File: config.mk
export PLATFORM = sky130hd
export DESIGN_NAME = osc_ctrl
export DESIGN_NICKNAME = d
export VERILOG_FILES = /design/src/osc_ctrl_pkg.sv /design/src/osc_ctrl.sv
export VERILOG_INCLUDE_DIRS = /design/src
export SDC_FILE = /design/constraint.sdc
export NUM_CORES = 1
export LEC_CHECK = 0
export CORE_ASPECT_RATIO = 0.6
export CORE_MARGIN = 3
export CORE_UTILIZATION = 60
export CTS_BUF_LIST = sky130_fd_sc_hd__clkbuf_8
export CTS_CLUSTER_SIZE = 28
export DETAILED_ROUTE_END_ITERATION = 12
export DONT_BUFFER_PORTS = 1
export HOLD_SLACK_MARGIN = 0.1
export PLACE_DENSITY_LB_ADDON = 0.3
export REMOVE_ABC_BUFFERS = 1
export SKIP_CTS_REPAIR_TIMING = 1
export SYNTH_ARGS = -nofsm -noshare
export SYNTH_HDL_FRONTEND = slang
export SYNTH_SLANG_ARGS = --single-unit
File: constraint.sdc
create_clock -name aclk -period 2.4 [get_ports aclk]
set_input_delay 0.24 -clock aclk [delete_from_list [all_inputs] [get_ports aclk]]
set_output_delay 0.24 -clock aclk [all_outputs]
set_load 0.02 [all_outputs]
File: src/osc_ctrl_defs.svh
// offsets, field positions, keys and reset values of the oscillator control block
`ifndef OSC_CTRL_DEFS_SVH
`define OSC_CTRL_DEFS_SVH

`define OFFS_OSC_CONTROL   8'h00
`define OFFS_TRIM_SEQ_A    8'h04
`define OFFS_TRIM_SEQ_B    8'h08
`define OFFS_RANDOM_TRIM   8'h0C

`define CUR_GRP_LSB        12
`define NEXT_GRP_LSB       8
`define CFG_LOCK_BIT       7
`define PLL_LOCK_BIT       5
`define DITHER_BIT         4
`define FAIL_BIT           3
`define SEQ_EN_BIT         2
`define SWITCH_REQ_BIT     0

`define KEY_LO_FIRST       8'h46
`define KEY_LO_SECOND      8'h57
`define KEY_HI_FIRST       8'h78
`define KEY_HI_SECOND      8'h9A

`define GROUP_RC           3'h0
`define RESET_TRIM_REG     16'h0000
`define RESET_RANDOM       15'h0000
`define RESP_OKAY          2'h0
`define RESP_SLVERR        2'h2

`endif

File: src/osc_ctrl_pkg.sv
// types shared by the oscillator control block
package osc_ctrl_pkg;
  typedef logic [2:0] clock_group_t;
  typedef logic [3:0] trim_t;
  typedef enum logic [2:0] {UNLOCK_IDLE, LO_KEY_SEEN, LO_OPEN, HI_KEY_SEEN, HI_OPEN} unlock_state_e;
  typedef enum logic {SW_IDLE, SW_WAIT} switch_state_e;
endpackage : osc_ctrl_pkg

File: src/osc_ctrl.sv
// oscillator switch, lock, fail flag and rc trim control with an axi4-lite register slave
//
// Summary of operation
// - current group bits 14-12 read-only; 000 rc, 001 rc+pll, 010 primary, 011 primary+pll.
// - reset forces the current group to the internal rc code.
// - a completed switch copies the next group into the current group.
// - a monitored clock failure forces the current group back to internal rc.
// - next group bits 10-8 are software writable and loaded from configuration at reset.
// - lock bit with upper monitor config bit set blocks clock and pll changes.
// - once set, the lock bit ignores clearing writes until reset.
// - pll lock flag clears on reset, switch start, lock loss; sets on lock.
// - pll lock flag reads zero unless a pll group is the current clock.
// - bit 4 enables pseudo-random clock dithering.
// - fail flag set by monitor failure, cleared by reset or switch start, software clearable.
// - with dither off, sequencer bit set picks trim by roll index; clear uses only base trim.
// - roll index 001 to 111 selects trim steps one to seven.
// - software writes 1 to request a switch; reads 0 once complete.
// - switch request clears on reset, switch done, redundant switch, fail fallback.
// - trim codes are signed: 0111 max, 0000 centre, 1000 min frequency.
// - random trim register is 15 bits read/write, top bit reads zero.
// - low byte write needs keys 46h then 57h immediately before it.
// - high byte write needs keys 78h then 9Ah immediately before it.
// - config upper bit disables switching and monitor; 01 switching only; 00 both.
//
// Added by the designer: the AXI4-Lite register port and the register offsets.
`timescale 1ns/100ps
`include "osc_ctrl_defs.svh"

module osc_ctrl #(
  parameter int ADDR_W = 8
) (
  // clock and reset
  input  wire logic                      aclk,
  input  wire logic                      aresetn,
  // axi4-lite write address
  input  wire logic [ADDR_W-1:0]         awaddr,
  input  wire logic                      awvalid,
  output logic                           awready,
  // axi4-lite write data
  input  wire logic [31:0]               wdata,
  input  wire logic [3:0]                wstrb,
  input  wire logic                      wvalid,
  output logic                           wready,
  // axi4-lite write response
  output logic [1:0]                     bresp,
  output logic                           bvalid,
  input  wire logic                      bready,
  // axi4-lite read
  input  wire logic [ADDR_W-1:0]         araddr,
  input  wire logic                      arvalid,
  output logic                           arready,
  output logic [31:0]                    rdata,
  output logic [1:0]                     rresp,
  output logic                           rvalid,
  input  wire logic                      rready,
  // configuration settings
  input  wire logic [1:0]                initial_group,
  input  wire logic [1:0]                switch_monitor_cfg,
  // oscillator status and pwm roll index
  input  wire logic                      pll_locked,
  input  wire logic                      clock_fail_detect,
  input  wire logic                      switch_ready,
  input  wire logic [2:0]                roll_index,
  // oscillator control outputs
  output osc_ctrl_pkg::clock_group_t     current_clock_group,
  output osc_ctrl_pkg::clock_group_t     switch_target,
  output logic                           switch_busy,
  output osc_ctrl_pkg::trim_t            rc_trim
);

  if (ADDR_W < 4) begin : g_addr_check
    $error("ADDR_W too small for the register map");
  end

  function automatic logic is_pll_group(input osc_ctrl_pkg::clock_group_t grp);
    return grp[0] && !grp[2];
  endfunction : is_pll_group

  function automatic logic [15:0] merge16(input logic [15:0] old, input logic [31:0] data, input logic [3:0] strb);
    logic [15:0] res;
    res = old;
    if (strb[0]) begin
      res[7:0] = data[7:0];
    end
    if (strb[1]) begin
      res[15:8] = data[15:8];
    end
    return res;
  endfunction : merge16

  function automatic logic [14:0] random_trim_value_step(input logic [14:0] val);
    if (val == `RESET_RANDOM) begin
      return 15'h0001;
    end
    return {val[13:0], val[14] ^ val[13]};
  endfunction : random_trim_value_step

  // bus state
  logic                          awready_reg;
  logic                          wready_reg;
  logic                          aw_hold_reg;
  logic                          w_hold_reg;
  logic [ADDR_W-1:0]             aw_addr_reg;
  logic [31:0]                   w_data_reg;
  logic [3:0]                    w_strb_reg;
  logic                          bvalid_reg;
  logic [1:0]                    bresp_reg;
  logic                          arready_reg;
  logic                          rvalid_reg;
  logic [31:0]                   rdata_reg;
  logic [1:0]                    rresp_reg;
  // block state
  osc_ctrl_pkg::clock_group_t    cur_reg;
  osc_ctrl_pkg::clock_group_t    next_reg;
  logic                          cfg_loaded_reg;
  logic                          lock_reg;
  logic                          pll_flag_reg;
  logic                          dither_reg;
  logic                          fail_reg;
  logic                          seq_reg;
  logic                          req_reg;
  logic                          busy_reg;
  logic [15:0]                   trim_a_reg;
  logic [15:0]                   trim_b_reg;
  logic [14:0]                   random_trim_value_reg;
  osc_ctrl_pkg::trim_t           trim_reg;
  osc_ctrl_pkg::unlock_state_e   unlock_reg;
  osc_ctrl_pkg::unlock_state_e   unlock_next;
  osc_ctrl_pkg::unlock_state_e   unlock_restart;
  osc_ctrl_pkg::switch_state_e   sw_reg;

  // bus decode
  wire                aw_take   = awvalid && awready_reg;
  wire                w_take    = wvalid && wready_reg;
  wire                ar_take   = arvalid && arready_reg;
  wire                b_done    = bvalid_reg && bready;
  wire                r_done    = rvalid_reg && rready;
  wire                commit    = aw_hold_reg && w_hold_reg && !bvalid_reg;
  wire [7:0]          wa        = 8'(aw_addr_reg);
  wire [7:0]          ra        = 8'(araddr);
  wire                wr_osc    = commit && (wa == `OFFS_OSC_CONTROL);
  wire                wr_trim_a = commit && (wa == `OFFS_TRIM_SEQ_A);
  wire                wr_trim_b = commit && (wa == `OFFS_TRIM_SEQ_B);
  wire                wr_random = commit && (wa == `OFFS_RANDOM_TRIM);
  wire                wr_mapped = wr_osc || wr_trim_a || wr_trim_b || wr_random;
  wire                rd_mapped = (ra == `OFFS_OSC_CONTROL) || (ra == `OFFS_TRIM_SEQ_A) ||
                                  (ra == `OFFS_TRIM_SEQ_B) || (ra == `OFFS_RANDOM_TRIM);

  // unlock key decode
  wire                lo_key_a  = wr_osc && (w_strb_reg == 4'h1) && (w_data_reg[7:0] == `KEY_LO_FIRST);
  wire                lo_key_b  = wr_osc && (w_strb_reg == 4'h1) && (w_data_reg[7:0] == `KEY_LO_SECOND);
  wire                hi_key_a  = wr_osc && (w_strb_reg == 4'h2) && (w_data_reg[15:8] == `KEY_HI_FIRST);
  wire                hi_key_b  = wr_osc && (w_strb_reg == 4'h2) && (w_data_reg[15:8] == `KEY_HI_SECOND);
  wire                lo_write  = wr_osc && w_strb_reg[0] && (unlock_reg == osc_ctrl_pkg::LO_OPEN);
  wire                hi_write  = wr_osc && w_strb_reg[1] && (unlock_reg == osc_ctrl_pkg::HI_OPEN);

  // switch and monitor decode
  wire                cfg_locked   = lock_reg && switch_monitor_cfg[1];
  wire                switch_allow = !switch_monitor_cfg[1];
  wire                fail_event   = clock_fail_detect && (switch_monitor_cfg == 2'h0);
  wire                sw_idle      = (sw_reg == osc_ctrl_pkg::SW_IDLE);
  // a request towards a reserved group is dropped like a redundant one
  wire                redundant    = sw_idle && req_reg && !fail_event && ((next_reg == cur_reg) || next_reg[2]);
  wire                sw_start     = sw_idle && req_reg && !fail_event && (next_reg != cur_reg) && !next_reg[2];
  wire                sw_complete  = !sw_idle && switch_ready && !fail_event;
  wire                req_set      = lo_write && w_data_reg[`SWITCH_REQ_BIT] && switch_allow && !cfg_locked && sw_idle;
  wire                req_clear    = fail_event || redundant || sw_complete;
  wire                fail_next    = fail_event ? 1'b1 :
                                     (sw_start || (lo_write && !w_data_reg[`FAIL_BIT])) ? 1'b0 : fail_reg;
  wire                pll_next     = !sw_start && !fail_event && sw_idle && pll_locked &&
                                     is_pll_group(cur_reg);
  wire [31:0]         trim_table   = {trim_b_reg, trim_a_reg};
  wire [3:0]          seq_trim     = trim_table[{roll_index, 2'b00} +: 4];
  wire [3:0]          trim_next    = dither_reg ? random_trim_value_reg[3:0] :
                                     seq_reg ? seq_trim : trim_a_reg[3:0];
  wire [15:0]         osc_word     = {1'b0, cur_reg, 1'b0, next_reg, lock_reg, 1'b0, pll_flag_reg,
                                      dither_reg, fail_reg, seq_reg, 1'b0, req_reg};
  wire [31:0]         read_word    = (ra == `OFFS_OSC_CONTROL) ? {16'h0000, osc_word} :
                                     (ra == `OFFS_TRIM_SEQ_A)  ? {16'h0000, trim_a_reg} :
                                     (ra == `OFFS_TRIM_SEQ_B)  ? {16'h0000, trim_b_reg} :
                                     (ra == `OFFS_RANDOM_TRIM) ? {17'h00000, random_trim_value_reg} : 32'h00000000;

  assign unlock_restart = lo_key_a ? osc_ctrl_pkg::LO_KEY_SEEN :
                          hi_key_a ? osc_ctrl_pkg::HI_KEY_SEEN : osc_ctrl_pkg::UNLOCK_IDLE;

  // any write between the keys and the target write closes the window
  always_comb begin
    unlock_next = unlock_reg;
    if (commit) begin
      case (unlock_reg)
        osc_ctrl_pkg::LO_KEY_SEEN: unlock_next = lo_key_b ? osc_ctrl_pkg::LO_OPEN : unlock_restart;
        osc_ctrl_pkg::HI_KEY_SEEN: unlock_next = hi_key_b ? osc_ctrl_pkg::HI_OPEN : unlock_restart;
        default:                   unlock_next = unlock_restart;
      endcase
    end
  end

  // axi4-lite write channels
  always_ff @(posedge aclk) begin
    if (!aresetn) begin
      awready_reg <= 1'b1;
      wready_reg  <= 1'b1;
      aw_hold_reg <= 1'b0;
      w_hold_reg  <= 1'b0;
      aw_addr_reg <= '0;
      w_data_reg  <= 32'h00000000;
      w_strb_reg  <= 4'h0;
      bvalid_reg  <= 1'b0;
      bresp_reg   <= `RESP_OKAY;
    end else begin
      if (aw_take) begin
        awready_reg <= 1'b0;
        aw_hold_reg <= 1'b1;
        aw_addr_reg <= awaddr;
      end
      if (w_take) begin
        wready_reg <= 1'b0;
        w_hold_reg <= 1'b1;
        w_data_reg <= wdata;
        w_strb_reg <= wstrb;
      end
      if (commit) begin
        aw_hold_reg <= 1'b0;
        w_hold_reg  <= 1'b0;
        bvalid_reg  <= 1'b1;
        bresp_reg   <= wr_mapped ? `RESP_OKAY : `RESP_SLVERR;
      end
      if (b_done) begin
        bvalid_reg  <= 1'b0;
        awready_reg <= 1'b1;
        wready_reg  <= 1'b1;
      end
    end
  end

  // axi4-lite read channel
  always_ff @(posedge aclk) begin
    if (!aresetn) begin
      arready_reg <= 1'b1;
      rvalid_reg  <= 1'b0;
      rdata_reg   <= 32'h00000000;
      rresp_reg   <= `RESP_OKAY;
    end else if (ar_take) begin
      arready_reg <= 1'b0;
      rvalid_reg  <= 1'b1;
      rdata_reg   <= read_word;
      rresp_reg   <= rd_mapped ? `RESP_OKAY : `RESP_SLVERR;
    end else if (r_done) begin
      arready_reg <= 1'b1;
      rvalid_reg  <= 1'b0;
    end
  end

  // clock group, switch request and switch state
  always_ff @(posedge aclk) begin
    if (!aresetn) begin
      cur_reg        <= `GROUP_RC;
      next_reg       <= `GROUP_RC;
      cfg_loaded_reg <= 1'b0;
      req_reg        <= 1'b0;
      sw_reg         <= osc_ctrl_pkg::SW_IDLE;
      busy_reg       <= 1'b0;
      unlock_reg     <= osc_ctrl_pkg::UNLOCK_IDLE;
    end else begin
      unlock_reg     <= unlock_next;
      cfg_loaded_reg <= 1'b1;
      if (!cfg_loaded_reg) begin
        next_reg <= {1'b0, initial_group};
      end else if (hi_write && !cfg_locked) begin
        next_reg <= w_data_reg[`NEXT_GRP_LSB +: 3];
      end
      if (fail_event) begin
        cur_reg <= `GROUP_RC;
      end else if (sw_complete) begin
        cur_reg <= next_reg;
      end
      if (req_clear) begin
        req_reg <= 1'b0;
      end else if (req_set) begin
        req_reg <= 1'b1;
      end
      if (sw_start) begin
        sw_reg   <= osc_ctrl_pkg::SW_WAIT;
        busy_reg <= 1'b1;
      end else if (!sw_idle && (fail_event || switch_ready)) begin
        sw_reg   <= osc_ctrl_pkg::SW_IDLE;
        busy_reg <= 1'b0;
      end
    end
  end

  // status flags, control bits and trim
  always_ff @(posedge aclk) begin
    if (!aresetn) begin
      lock_reg     <= 1'b0;
      pll_flag_reg <= 1'b0;
      dither_reg   <= 1'b0;
      fail_reg     <= 1'b0;
      seq_reg      <= 1'b0;
      trim_a_reg   <= `RESET_TRIM_REG;
      trim_b_reg   <= `RESET_TRIM_REG;
      random_trim_value_reg     <= `RESET_RANDOM;
      trim_reg     <= 4'h0;
    end else begin
      pll_flag_reg <= pll_next;
      fail_reg     <= fail_next;
      trim_reg     <= trim_next;
      if (lo_write) begin
        lock_reg   <= lock_reg | w_data_reg[`CFG_LOCK_BIT];
        dither_reg <= w_data_reg[`DITHER_BIT];
        seq_reg    <= w_data_reg[`SEQ_EN_BIT];
      end
      if (wr_trim_a) begin
        trim_a_reg <= merge16(trim_a_reg, w_data_reg, w_strb_reg);
      end
      if (wr_trim_b) begin
        trim_b_reg <= merge16(trim_b_reg, w_data_reg, w_strb_reg);
      end
      if (wr_random) begin
        random_trim_value_reg <= 15'(merge16({1'b0, random_trim_value_reg}, w_data_reg, w_strb_reg));
      end else if (dither_reg) begin
        random_trim_value_reg <= random_trim_value_step(random_trim_value_reg);
      end
    end
  end

  assign awready             = awready_reg;
  assign wready              = wready_reg;
  assign bvalid              = bvalid_reg;
  assign bresp               = bresp_reg;
  assign arready             = arready_reg;
  assign rvalid              = rvalid_reg;
  assign rdata               = rdata_reg;
  assign rresp               = rresp_reg;
  assign current_clock_group = cur_reg;
  assign switch_target       = next_reg;
  assign switch_busy         = busy_reg;
  assign rc_trim             = trim_reg;
endmodule : osc_ctrl

==> results of run 1 <==
[worst register-to-register path, stage by stage, from the launching register on]
cell and delay (ns):
dfxtp_1 0.42, nand3b_1 0.55, nor4_2 0.41, and3_1 0.61, mux2i_1 0.29
[metal layers]
metal	wire length, µm	global-route usage
met1	6807	0.3976
met2	7284	0.4325
met3	2622	0.1426
met4	530	0.09644
met5	0	0
[cell families after synthesis]
group,after synthesis,share of synthesized area
mux,45,0.09107
compound gates,154,0.1830
xor+xnor,3,0.004598
other cells,1,0.0006561
flops,121,0.4238
buf+inv,85,0.07509
simple gates,248,0.2218
[power by group through the flow]
stage	clock network [mW]	logic, mW	registers, mW
2_1_floorplan	0	0.184	2.14
6_report	1.86	0.355	2.12
3_3_place_gp	0	0.243	2.16
5_1_grt	1.96	0.383	2.12
3_5_place_dp	0	0.250	2.16
4_1_cts	1.87	0.252	2.12
[metrics by stage]
stage | hold slack (ns) | total power, mW | util
floorplan | 0.2677 | 2.327 | -
global route | 0.1011 | 4.466 | 0.7399
detailed placement | 0.2854 | 2.411 | 0.6417
global placement | 0.2875 | 2.402 | 0.6417
finish | 0.09745 | 4.333 | 0.7399
CTS | -0.1773 | 4.234 | 0.6861
[layout by cell type, fill, tap and decap left out, drive strengths merged, types with 4 or more instances in the layout]
cell type,n
a21oi,62
a22oi,11
a31oi,4
a32oi,14
and2,4
and3,4
and4b,4
buf,17
clkbuf,19
clkinv,7
conb,18
dfxtp,121
dlygate4sd3,45
inv,21
mux2,6
mux2i,34
mux4,5
nand2,131
nand2b,7
nand3,25
nand3b,4
nor2,12
nor3,5
nor3b,4
nor4,8
o21ai,23
o221ai,14
o22ai,14
or4,20
[how the worst max path moves through the flow]
stage                        startpoint                                     to  slack [ns]  cells past startpoint
floorplan                     araddr[7]                  rdata[0]$_SDFFE_PN0P_        0.23                      4
global placement    bvalid$_SDFFE_PP0P_  random_trim_value_reg[0]$_SDFFE_PN0P_        0.29                      5
detailed placement  bvalid$_SDFFE_PP0P_  random_trim_value_reg[0]$_SDFFE_PN0P_        0.18                      5
CTS                 bvalid$_SDFFE_PP0P_  random_trim_value_reg[0]$_SDFFE_PN0P_        0.13                      5
global route        bvalid$_SDFFE_PP0P_             trim_b_reg[7]$_SDFFE_PN0P_       0.003                      4
finish              bvalid$_SDFFE_PP0P_             trim_b_reg[0]$_SDFFE_PN0P_        0.05                      4
[final cells by class]
| class | count | area, µm² |
|---|---|---|
| inverter | 19 | 71.32 |
| timing repair buffer | 62 | 598.1 |
| multi-input combinational | 468 | 2928 |
| tap | 126 | 157.7 |
| fill | 643 | 2310 |
| clock buffer | 19 | 261.5 |
| clock inverter | 12 | 132.6 |
| sequential | 121 | 2422 |
==> results.ini, run 1 <==
[outcome]
outcome = finished clean

[layout]
fin_cells = 827
final_area_um2 = 6571
drive_gt1_frac = 0.1198
diodes = 0
nets = 758
area_growth_pct = 14.97

[critical_path]
path_cells = nand3b_1 > nor4_2 > and3_1 > mux2i_1
crit_fanout = 11
worst-path-buf-inv = 0
crit_slowest_cell = and3_1
rr_startpoint = bvalid$_SDFFE_PP0P_
end_kind = register
cp.required_ns = 2.76
cpLargestDelayFamily = simple AND/OR/NAND/NOR gates
arrival_ns = 2.72
reg2reg_to = trim_b_reg[0]$_SDFFE_PN0P_
cp_slowest_stage_delay_ns = 0.61
r2r_cells = 4
worst-setup-path-type = reg -> reg
r2r_slack_ns = 0.05
worstSetupStartpointType = register

[synth]
yosys.area.top_type_share = 0.4238
synth-seq-cells = 121
yosys.cell_count.top_type = nand2_1
ys_types = 59
synth.area.top_cells = dfxtp_1 42%, nand2_1 8.6%, mux2i_1 6.0%
synth_common_cells = 131 x nand2_1, 121 x dfxtp_1, 48 x a21oi_1, 34 x clkbuf_1, 34 x mux2i_1
synth_edf_count = 0
ys_warn_count = 0
synth_top_cell_by_area = dfxtp_1
async_reset_ff_frac = 0
synth_flop_cell = dfxtp_1
synth_cells = 657
syn-cell-area_um2 = 5715
syn_area_per_cell_um2 = 8.699
yosysSeqAreaShare = 0.4238

[min_path]
whs_path_depth = 2
hold_path.class = in -> reg
hold_path.startpoint = araddr[2]
holdPathEnd = rdata[1]$_SDFFE_PN0P_

[sta]
worst_clock_skew_ns = 0.01258
post-route-period-util = 0.9805
rsz0062_at_grt = false
slew_headroom = 0.4926
period_needed_ns = 2.353
finalHoldViolCount = 0
fin_setup_tns_ns = 0
fin_ws_ns = 0.04685
final-max-slew-violation-count = 0
max_freq_mhz = 425.0
setup_viol = 0
worstMarginPinSlew_ns = 0.7611

[pwr]
switchingPower_mw = 1.089
irDropWorstVdd_uv = 579.0
swShare = 0.2514
pwr-share-comb = 0.082
powerDensity_nw_per_um2 = 659.4
p_int_mw = 3.244
p_leak_nw = 2.334
clockPowerShare = 0.429
power.share.sequential = 0.489

[floorplan]
die-area_um2 = 10770
start_util = 0.6436
io_pins = 121
core_um2 = 8881
die_h_um = 81.60
dieWidth_um = 132
rows = 26

[clock_tree]
clock_path_buffers = 2
cts-root-buf = clkbuf_8
clk_latency_ns = 0.45
path_clk_slew_ns = 0.07
cts_tree = yes
cts_inserted_buffers = 17
htree_levels = 4
clock_sinks = 121

[routing]
vias = 5389
drt_wl_total_um = 17240
vias_per_cell = 6.516
detailedRoute.firstPassIterationCount = 6
post_drt_wl_per_cell_um = 20.85
drc_errors = 0
drtAntennaViolNets = 0
first_iter_violations = 605

[grt]
grt_max_degree = 85
grt_pass1_wl_um = 24810
grt_overflow = 0
antenna_found_initial = 0
grt_usage = 0.2998
grt_pass1_vias = 4672

[flow_run]
maxCapViolCount = 0

[placement]
pre_cts_ws_ns = 0.1819
place_area_um2 = 5699
dp.cells = 750
io_buffers = 0
gp_congestion = 0.9062
hpwl_um = 11250

(Power assumes the default switching activity.)
==> run 2: changes to the inputs <==
BUFFER_PORTS_ARGS = -buffer_cell sky130_fd_sc_hd__buf_2   (was not set)
CORE_UTILIZATION = 55   (was 60)
CTS_BUF_LIST = sky130_fd_sc_hd__clkbuf_8 sky130_fd_sc_hd__clkbuf_16   (was sky130_fd_sc_hd__clkbuf_8)
DONT_BUFFER_PORTS = not set   (was 1)
==> results.ini, run 2 (synthesized netlist as in run 1, its figures left out) <==
[sta]
max_freq_mhz = 482.1  ; was 425.0 MHz
final-max-slew-violation-count = 0  ; unchanged
period_needed_ns = 2.074  ; was 2.353 ns
fin_ws_ns = 0.3256  ; was 0.04685 ns
worstMarginPinSlew_ns = 0.8169  ; was 0.7611 ns
rsz0062_at_grt = false  ; unchanged
post-route-period-util = 0.8643  ; was 0.9805
finalHoldViolCount = 0  ; unchanged
slew_headroom = 0.4548  ; was 0.4926
setup_viol = 0  ; unchanged
worst_clock_skew_ns = 0.008996  ; was 0.01258 ns
fin_setup_tns_ns = 0  ; unchanged

[routing]
first_iter_violations = 725  ; was 605
vias_per_cell = 6.077  ; was 6.516
drc_errors = 0  ; unchanged
drtAntennaViolNets = 0  ; unchanged
vias = 5445  ; was 5389
detailedRoute.firstPassIterationCount = 6  ; unchanged
post_drt_wl_per_cell_um = 18.59  ; was 20.85 µm
drt_wl_total_um = 16650  ; was 17240 µm

[critical_path]
cp.required_ns = 2.75  ; was 2.76 ns
end_kind = register  ; unchanged
crit_fanout = 8  ; was 11
worst-setup-path-type = reg -> reg  ; unchanged
arrival_ns = 2.43  ; was 2.72 ns
worstSetupStartpointType = register  ; unchanged

[floorplan]
rows = 28  ; was 26
start_util = 0.5724  ; was 0.6436
core_um2 = 9985  ; was 8881 µm²
die_h_um = 84.96  ; was 81.60 µm
io_pins = 121  ; unchanged
dieWidth_um = 137.6  ; was 132 µm
die-area_um2 = 11690  ; was 10770 µm²

[placement]
pre_cts_ws_ns = 0.1741  ; was 0.1819 ns
gp_congestion = 0.9471  ; was 0.9062
io_buffers = 86  ; was 0
hpwl_um = 11810  ; was 11250 µm

[layout]
area_growth_pct = 20.69  ; was 14.97%
drive_gt1_frac = 0.2273  ; was 0.1198
layout_commonest_cell = nand2_1  ; unchanged
diodes = 0  ; unchanged
fillers = 827  ; was 643
final_cell_mix = 131 x nand2_1, 121 x dfxtp_1, 86 x buf_2  ; was 131 x nand2_1, 121 x dfxtp_1, 48 x a21oi_1
nets = 817  ; was 758

[clock_tree]
clock_sinks = 121  ; unchanged
clk_latency_ns = 0.42  ; was 0.45 ns
cts-root-buf = clkbuf_16  ; was clkbuf_8
cts_inserted_buffers = 17  ; unchanged
htree_levels = 4  ; unchanged
clock_path_buffers = 2  ; unchanged
path_clk_slew_ns = 0.06  ; was 0.07 ns
cts_tree = yes  ; unchanged

[outcome]
outcome = finished clean  ; unchanged

[pwr]
irDropWorstVdd_uv = 668.0  ; was 579.0 µV
powerDensity_nw_per_um2 = 715.7  ; was 659.4 nW/µm²
p_leak_nw = 2.656  ; was 2.334 nW

[grt]
antenna_found_initial = 0  ; unchanged
grt_usage = 0.2873  ; was 0.2998
grt_pass1_vias = 4892  ; was 4672
grt_max_degree = 55  ; was 85
grt_pass1_wl_um = 25850  ; was 24810 µm
grt_overflow = 0  ; unchanged

[min_path]
hold_path.class = in -> reg  ; unchanged

[flow_run]
maxCapViolCount = 0  ; unchanged

run 2: cell count changes in the layout (fill, tap and decap cells not counted), sizes merged:
cell,before,now
buf,17,103
bufinv,3,1
clkbuf,19,17
clkinv,7,5
clkinvlp,0,4
dlygate4sd3,45,18
inv,21,24
run 2: final timing paths:
kind | slack, ns | cells after the start | end | start
max | 0.33 | 4 | req_reg$_SDFFE_PP0P_ | aw_addr_reg[5]$_SDFFE_PN0P_
min | 0.07 | 3 | w_data_reg[11]$_SDFFE_PN0P_ | wdata[11]
min reg2reg | 0.45 | 2 | aw_addr_reg[1]$_SDFFE_PN0P_ | aw_addr_reg[1]$_SDFFE_PN0P_
max reg2reg | 0.33 | 4 | req_reg$_SDFFE_PP0P_ | aw_addr_reg[5]$_SDFFE_PN0P_
run 2: cell type report:
cell class	instances	area (µm²)	share of cell area
Clock buffer	17	425.4	0.06167
Clock inverter	15	143.9	0.02086
Inverter	19	71.32	0.01034
Multi-Input combinational cell	468	2928	0.4245
Sequential cell	121	2422	0.3512
Tap cell	135	168.9	0.02449
Timing Repair Buffer	121	738.2	0.1070
run 2: report_power, final:
group | internal [mW] | total [mW] | switching [mW]
Combinational | 0.141 | 0.393 | 0.252
Sequential | 2.05 | 2.11 | 0.0592
Clock | 1.44 | 2.43 | 0.992
run 2: critical path, cell delays in order (launching register included):
cell and delay [ns]:
dfxtp_1 0.32, or4_4 0.62, or4_1 0.62, nor3_1 0.24, o221a_1 0.21
run 2: through the flow:
stage | total power [mW] | util | cells | area (µm²) | hold WS (ns)
final | 4.937 | 0.6909 | 896 | 6898 | 0.07310
after CTS | 4.920 | 0.6728 | 878 | 6718 | 0.02841
after detailed placement | 2.510 | 0.6158 | 846 | 6148 | 0.4447
after global placement | 2.498 | 0.6158 | 846 | 6148 | 0.4392
after floorplan | 2.327 | - | 608 | 5421 | 0.2677
after global routing | 5.079 | 0.6909 | 896 | 6898 | 0.09862
run 2: layer usage:
layer | up-vias | global-route usage | share of wire
li1 | 2535 | - | -
met1 | 2561 | 0.4300 | 0.44
met2 | 317 | 0.3947 | 0.42
met3 | 32 | 0.07998 | 0.13
met4 | 0 | 0.09873 | 0.018
met5 | - | 0 | 0
==> run 3: changes to the inputs <==
ABC_AREA = 1   (was not set)
BUFFER_PORTS_ARGS = not set   (was -buffer_cell sky130_fd_sc_hd__buf_2)
CORE_MARGIN = not set   (was 3)
CORE_UTILIZATION = 60   (was 55)
DONT_BUFFER_PORTS = 1   (was not set)
==> results.ini, run 3 <==
[routing]
post_drt_wl_per_cell_um = 17.43  ; was 18.59 µm
drtAntennaViolNets = 0  ; unchanged
vias = 6220  ; was 5445
detailedRoute.firstPassIterationCount = 7  ; was 6
first_iter_violations = 868  ; was 725
drc_errors = 0  ; unchanged
vias_per_cell = 6.062  ; was 6.077
drt_wl_total_um = 17890  ; was 16650 µm

[synth]
syn-cell-area_um2 = 5994  ; was 5715 µm²
yosys.area.top_type_share = 0.4041  ; was 0.4238
synth.area.top_cells = dfxtp_1 40%, nand2_1 9.6%, a21oi_1 9.0%  ; was dfxtp_1 42%, nand2_1 8.6%, mux2i_1 6.0%
synth_cells = 870  ; was 657
synth_flop_cell = dfxtp_1  ; unchanged
synth-seq-cells = 121  ; unchanged
yosys.cell_count.top_type = nand2_1  ; unchanged
synth_common_cells = 153 x nand2_1, 121 x dfxtp_1, 108 x a21oi_1, 106 x nand3_1, 98 x nor2_1  ; was 131 x nand2_1, 121 x dfxtp_1, 48 x a21oi_1, 34 x clkbuf_1, 34 x mux2i_1
yosysSeqAreaShare = 0.4041  ; was 0.4238
ys_warn_count = 0  ; unchanged
syn_area_per_cell_um2 = 6.890  ; was 8.699 µm²
synth_edf_count = 0  ; unchanged
synth_top_cell_by_area = dfxtp_1  ; unchanged
ys_types = 34  ; was 59
async_reset_ff_frac = 0  ; unchanged

[layout]
layout_commonest_cell = nand2_1  ; unchanged
diodes = 0  ; unchanged
final_util = 0.7252  ; was 0.6909
nets = 954  ; was 817
final_cell_mix = 153 x nand2_1, 121 x dfxtp_1, 108 x a21oi_1  ; was 131 x nand2_1, 121 x dfxtp_1, 86 x buf_2
drive_gt1_frac = 0.07366  ; was 0.2273
fillers = 747  ; was 827
area_growth_pct = 14.03  ; was 20.69%

[pwr]
finalPower_mw = 5.102  ; was 4.937 mW
pwr-share-comb = 0.081  ; was 0.080
switchingPower_mw = 1.275  ; was 1.303 mW
p_int_mw = 3.826  ; was 3.634 mW
powerDensity_nw_per_um2 = 746.4  ; was 715.7 nW/µm²
power.share.sequential = 0.424  ; was 0.428
irDropWorstVdd_uv = 592.5  ; was 668.0 µV
clockPowerShare = 0.496  ; was 0.493
swShare = 0.2500  ; was 0.2639
p_leak_nw = 2.792  ; was 2.656 nW

[clock_tree]
clock_path_buffers = 2  ; unchanged
path_clk_slew_ns = 0.06  ; about the same
cts-root-buf = clkbuf_16  ; unchanged
clk_latency_ns = 0.43  ; was 0.42 ns
htree_levels = 4  ; unchanged
cts_inserted_buffers = 17  ; unchanged
clock_sinks = 121  ; unchanged
cts_tree = yes  ; unchanged

[sta]
post-route-period-util = 0.8361  ; was 0.8643
slew_headroom = 0.4971  ; was 0.4548
whs_ns = 0.06230  ; was 0.07310 ns
setup_viol = 0  ; unchanged
worstMarginPinSlew_ns = 0.7515  ; was 0.8169 ns
finalHoldViolCount = 0  ; unchanged
worst_clock_skew_ns = 0.008008  ; was 0.008996 ns
rsz0062_at_grt = false  ; unchanged
max_freq_mhz = 498.3  ; was 482.1 MHz
period_needed_ns = 2.007  ; was 2.074 ns
fin_setup_tns_ns = 0  ; unchanged
final-max-slew-violation-count = 0  ; unchanged

[outcome]
outcome = finished clean  ; unchanged

[grt]
grt_pass1_wl_um = 27260  ; was 25850 µm
grt_max_degree = 80  ; was 55
grt_pass1_vias = 5423  ; was 4892
grt_overflow = 0  ; unchanged
grt_usage = 0.3477  ; was 0.2873
antenna_found_initial = 0  ; unchanged

[critical_path]
cpLargestDelayFamily = simple AND/OR/NAND/NOR gates  ; unchanged
worst-setup-path-type = reg -> reg  ; unchanged
crit_top_cell = nand2_1
path_cells = inv_2 > nand3_2 > inv_2 > nand3_1 > nand2_1 > nand2_1 > nand2_1 > a21oi_1  ; was or4_4 > or4_1 > nor3_1 > o221a_1
worst-path-buf-inv = 2  ; was 0
end_kind = register  ; unchanged
crit_fanout = 18  ; was 8
arrival_ns = 2.29  ; was 2.43 ns
worstSetupStartpointType = register  ; unchanged
cp.required_ns = 2.69  ; was 2.75 ns
crit_slowest_cell = nand3_1  ; was or4_4
cp_slowest_stage_delay_ns = 0.50  ; was 0.62 ns

[placement]
io_buffers = 0  ; was 86
hpwl_um = 11750  ; was 11810 µm
gp_congestion = 0.9683  ; was 0.9471

[floorplan]
die_h_um = 79.43  ; was 84.96 µm
rows = 27  ; was 28
dieWidth_um = 131.0  ; was 137.6 µm
die-area_um2 = 10410  ; was 11690 µm²
core_um2 = 9425  ; was 9985 µm²
start_util = 0.6360  ; was 0.5724
io_pins = 121  ; unchanged

[flow_run]
maxCapViolCount = 0  ; unchanged

[min_path]
hold_path.class = in -> reg  ; unchanged

-- run 3: cell types whose count changed after synthesis, sizes merged, moves of 32 or more --
cell and change:
mux2i -32, nand3 +89, nor2 +92, o21ai +66, a21oi +46, inv +62
-- run 3: worst register-to-register path, cell delays in order (launching register included) --
cell     delay [ns]
dfxtp_1        0.39
inv_2          0.10
nand3_2        0.14
inv_2          0.31
nand3_1        0.50
nand2_1        0.22
nand2_1        0.09
nand2_1        0.07
a21oi_1        0.06
-- run 3: kinds of logic (layout without fill, tap and decap cells) --
| logic type | after synthesis | count (layout) | synth area share |
|---|---|---|---|
| AOI/OAI and AO/OA | 209 | 209 | 0.1805 |
| xor gates and xnor gates | 1 | 1 | 0.001461 |
| buffers and inverters | 139 | 148 | 0.1064 |
| DFF | 121 | 121 | 0.4041 |
| muxes | 2 | 2 | 0.003340 |
| other | 1 | 18 | 0.0006256 |
| and+or+nand+nor | 397 | 397 | 0.3035 |
-- run 3: cell type report --
cell class              count  area, µm²  share of cell area
well taps                 130      162.7             0.02380
clock inverters            12      133.9             0.01959
multi-input cells         627       2998              0.4386
inverters                  81      304.0             0.04448
flip-flops and latches    121       2422              0.3544
clock buffers              18      439.2             0.06425
repair buffers             37      375.4             0.05491
-- run 3: worst paths after layout --
check / depth (start not counted) / slack [ns] / end / startpoint
worst max-delay path: 8 / 0.39 / random_trim_value_reg[6]$_SDFFE_PN0P_ / bvalid$_SDFFE_PP0P_
worst min-delay path: 2 / 0.06 / w_data_reg[0]$_SDFFE_PN0P_ / wdata[0]
worst max register to register: 8 / 0.39 / random_trim_value_reg[6]$_SDFFE_PN0P_ / bvalid$_SDFFE_PP0P_
worst min register to register: 2 / 0.47 / trim_a_reg[7]$_SDFFE_PN0P_ / trim_a_reg[7]$_SDFFE_PN0P_
-- run 3: power by group through the flow --
| stage | Combinational (mW) | Clock, mW | Sequential (mW) |
|---|---|---|---|
| final | 0.411 | 2.53 | 2.16 |
| after global routing | 0.455 | 2.61 | 2.17 |
| after CTS | 0.336 | 2.53 | 2.16 |
| after detailed placement | 0.331 | 0 | 2.20 |
| after global placement | 0.320 | 0 | 2.19 |
| after floorplan | 0.256 | 0 | 2.17 |
-- run 3: metrics by stage --
stage          cells  setup WS, ns  instance area [µm²]
6_report        1026        0.3933                 6835
3_3_place_gp     964        0.6071                 5924
2_1_floorplan    829        0.6580                 5724
3_5_place_dp     964        0.5184                 5924
5_1_grt         1026        0.2706                 6835
4_1_cts          994        0.4584                 6497
-- run 3: per-layer routing --
layer | track usage | vias up | part of all wire
li1 | - | 2871 | -
met1 | 0.4674 | 2883 | 0.41
met2 | 0.5291 | 412 | 0.44
met3 | 0.1012 | 54 | 0.12
met4 | 0.1241 | 0 | 0.025
met5 | 0 | - | 0
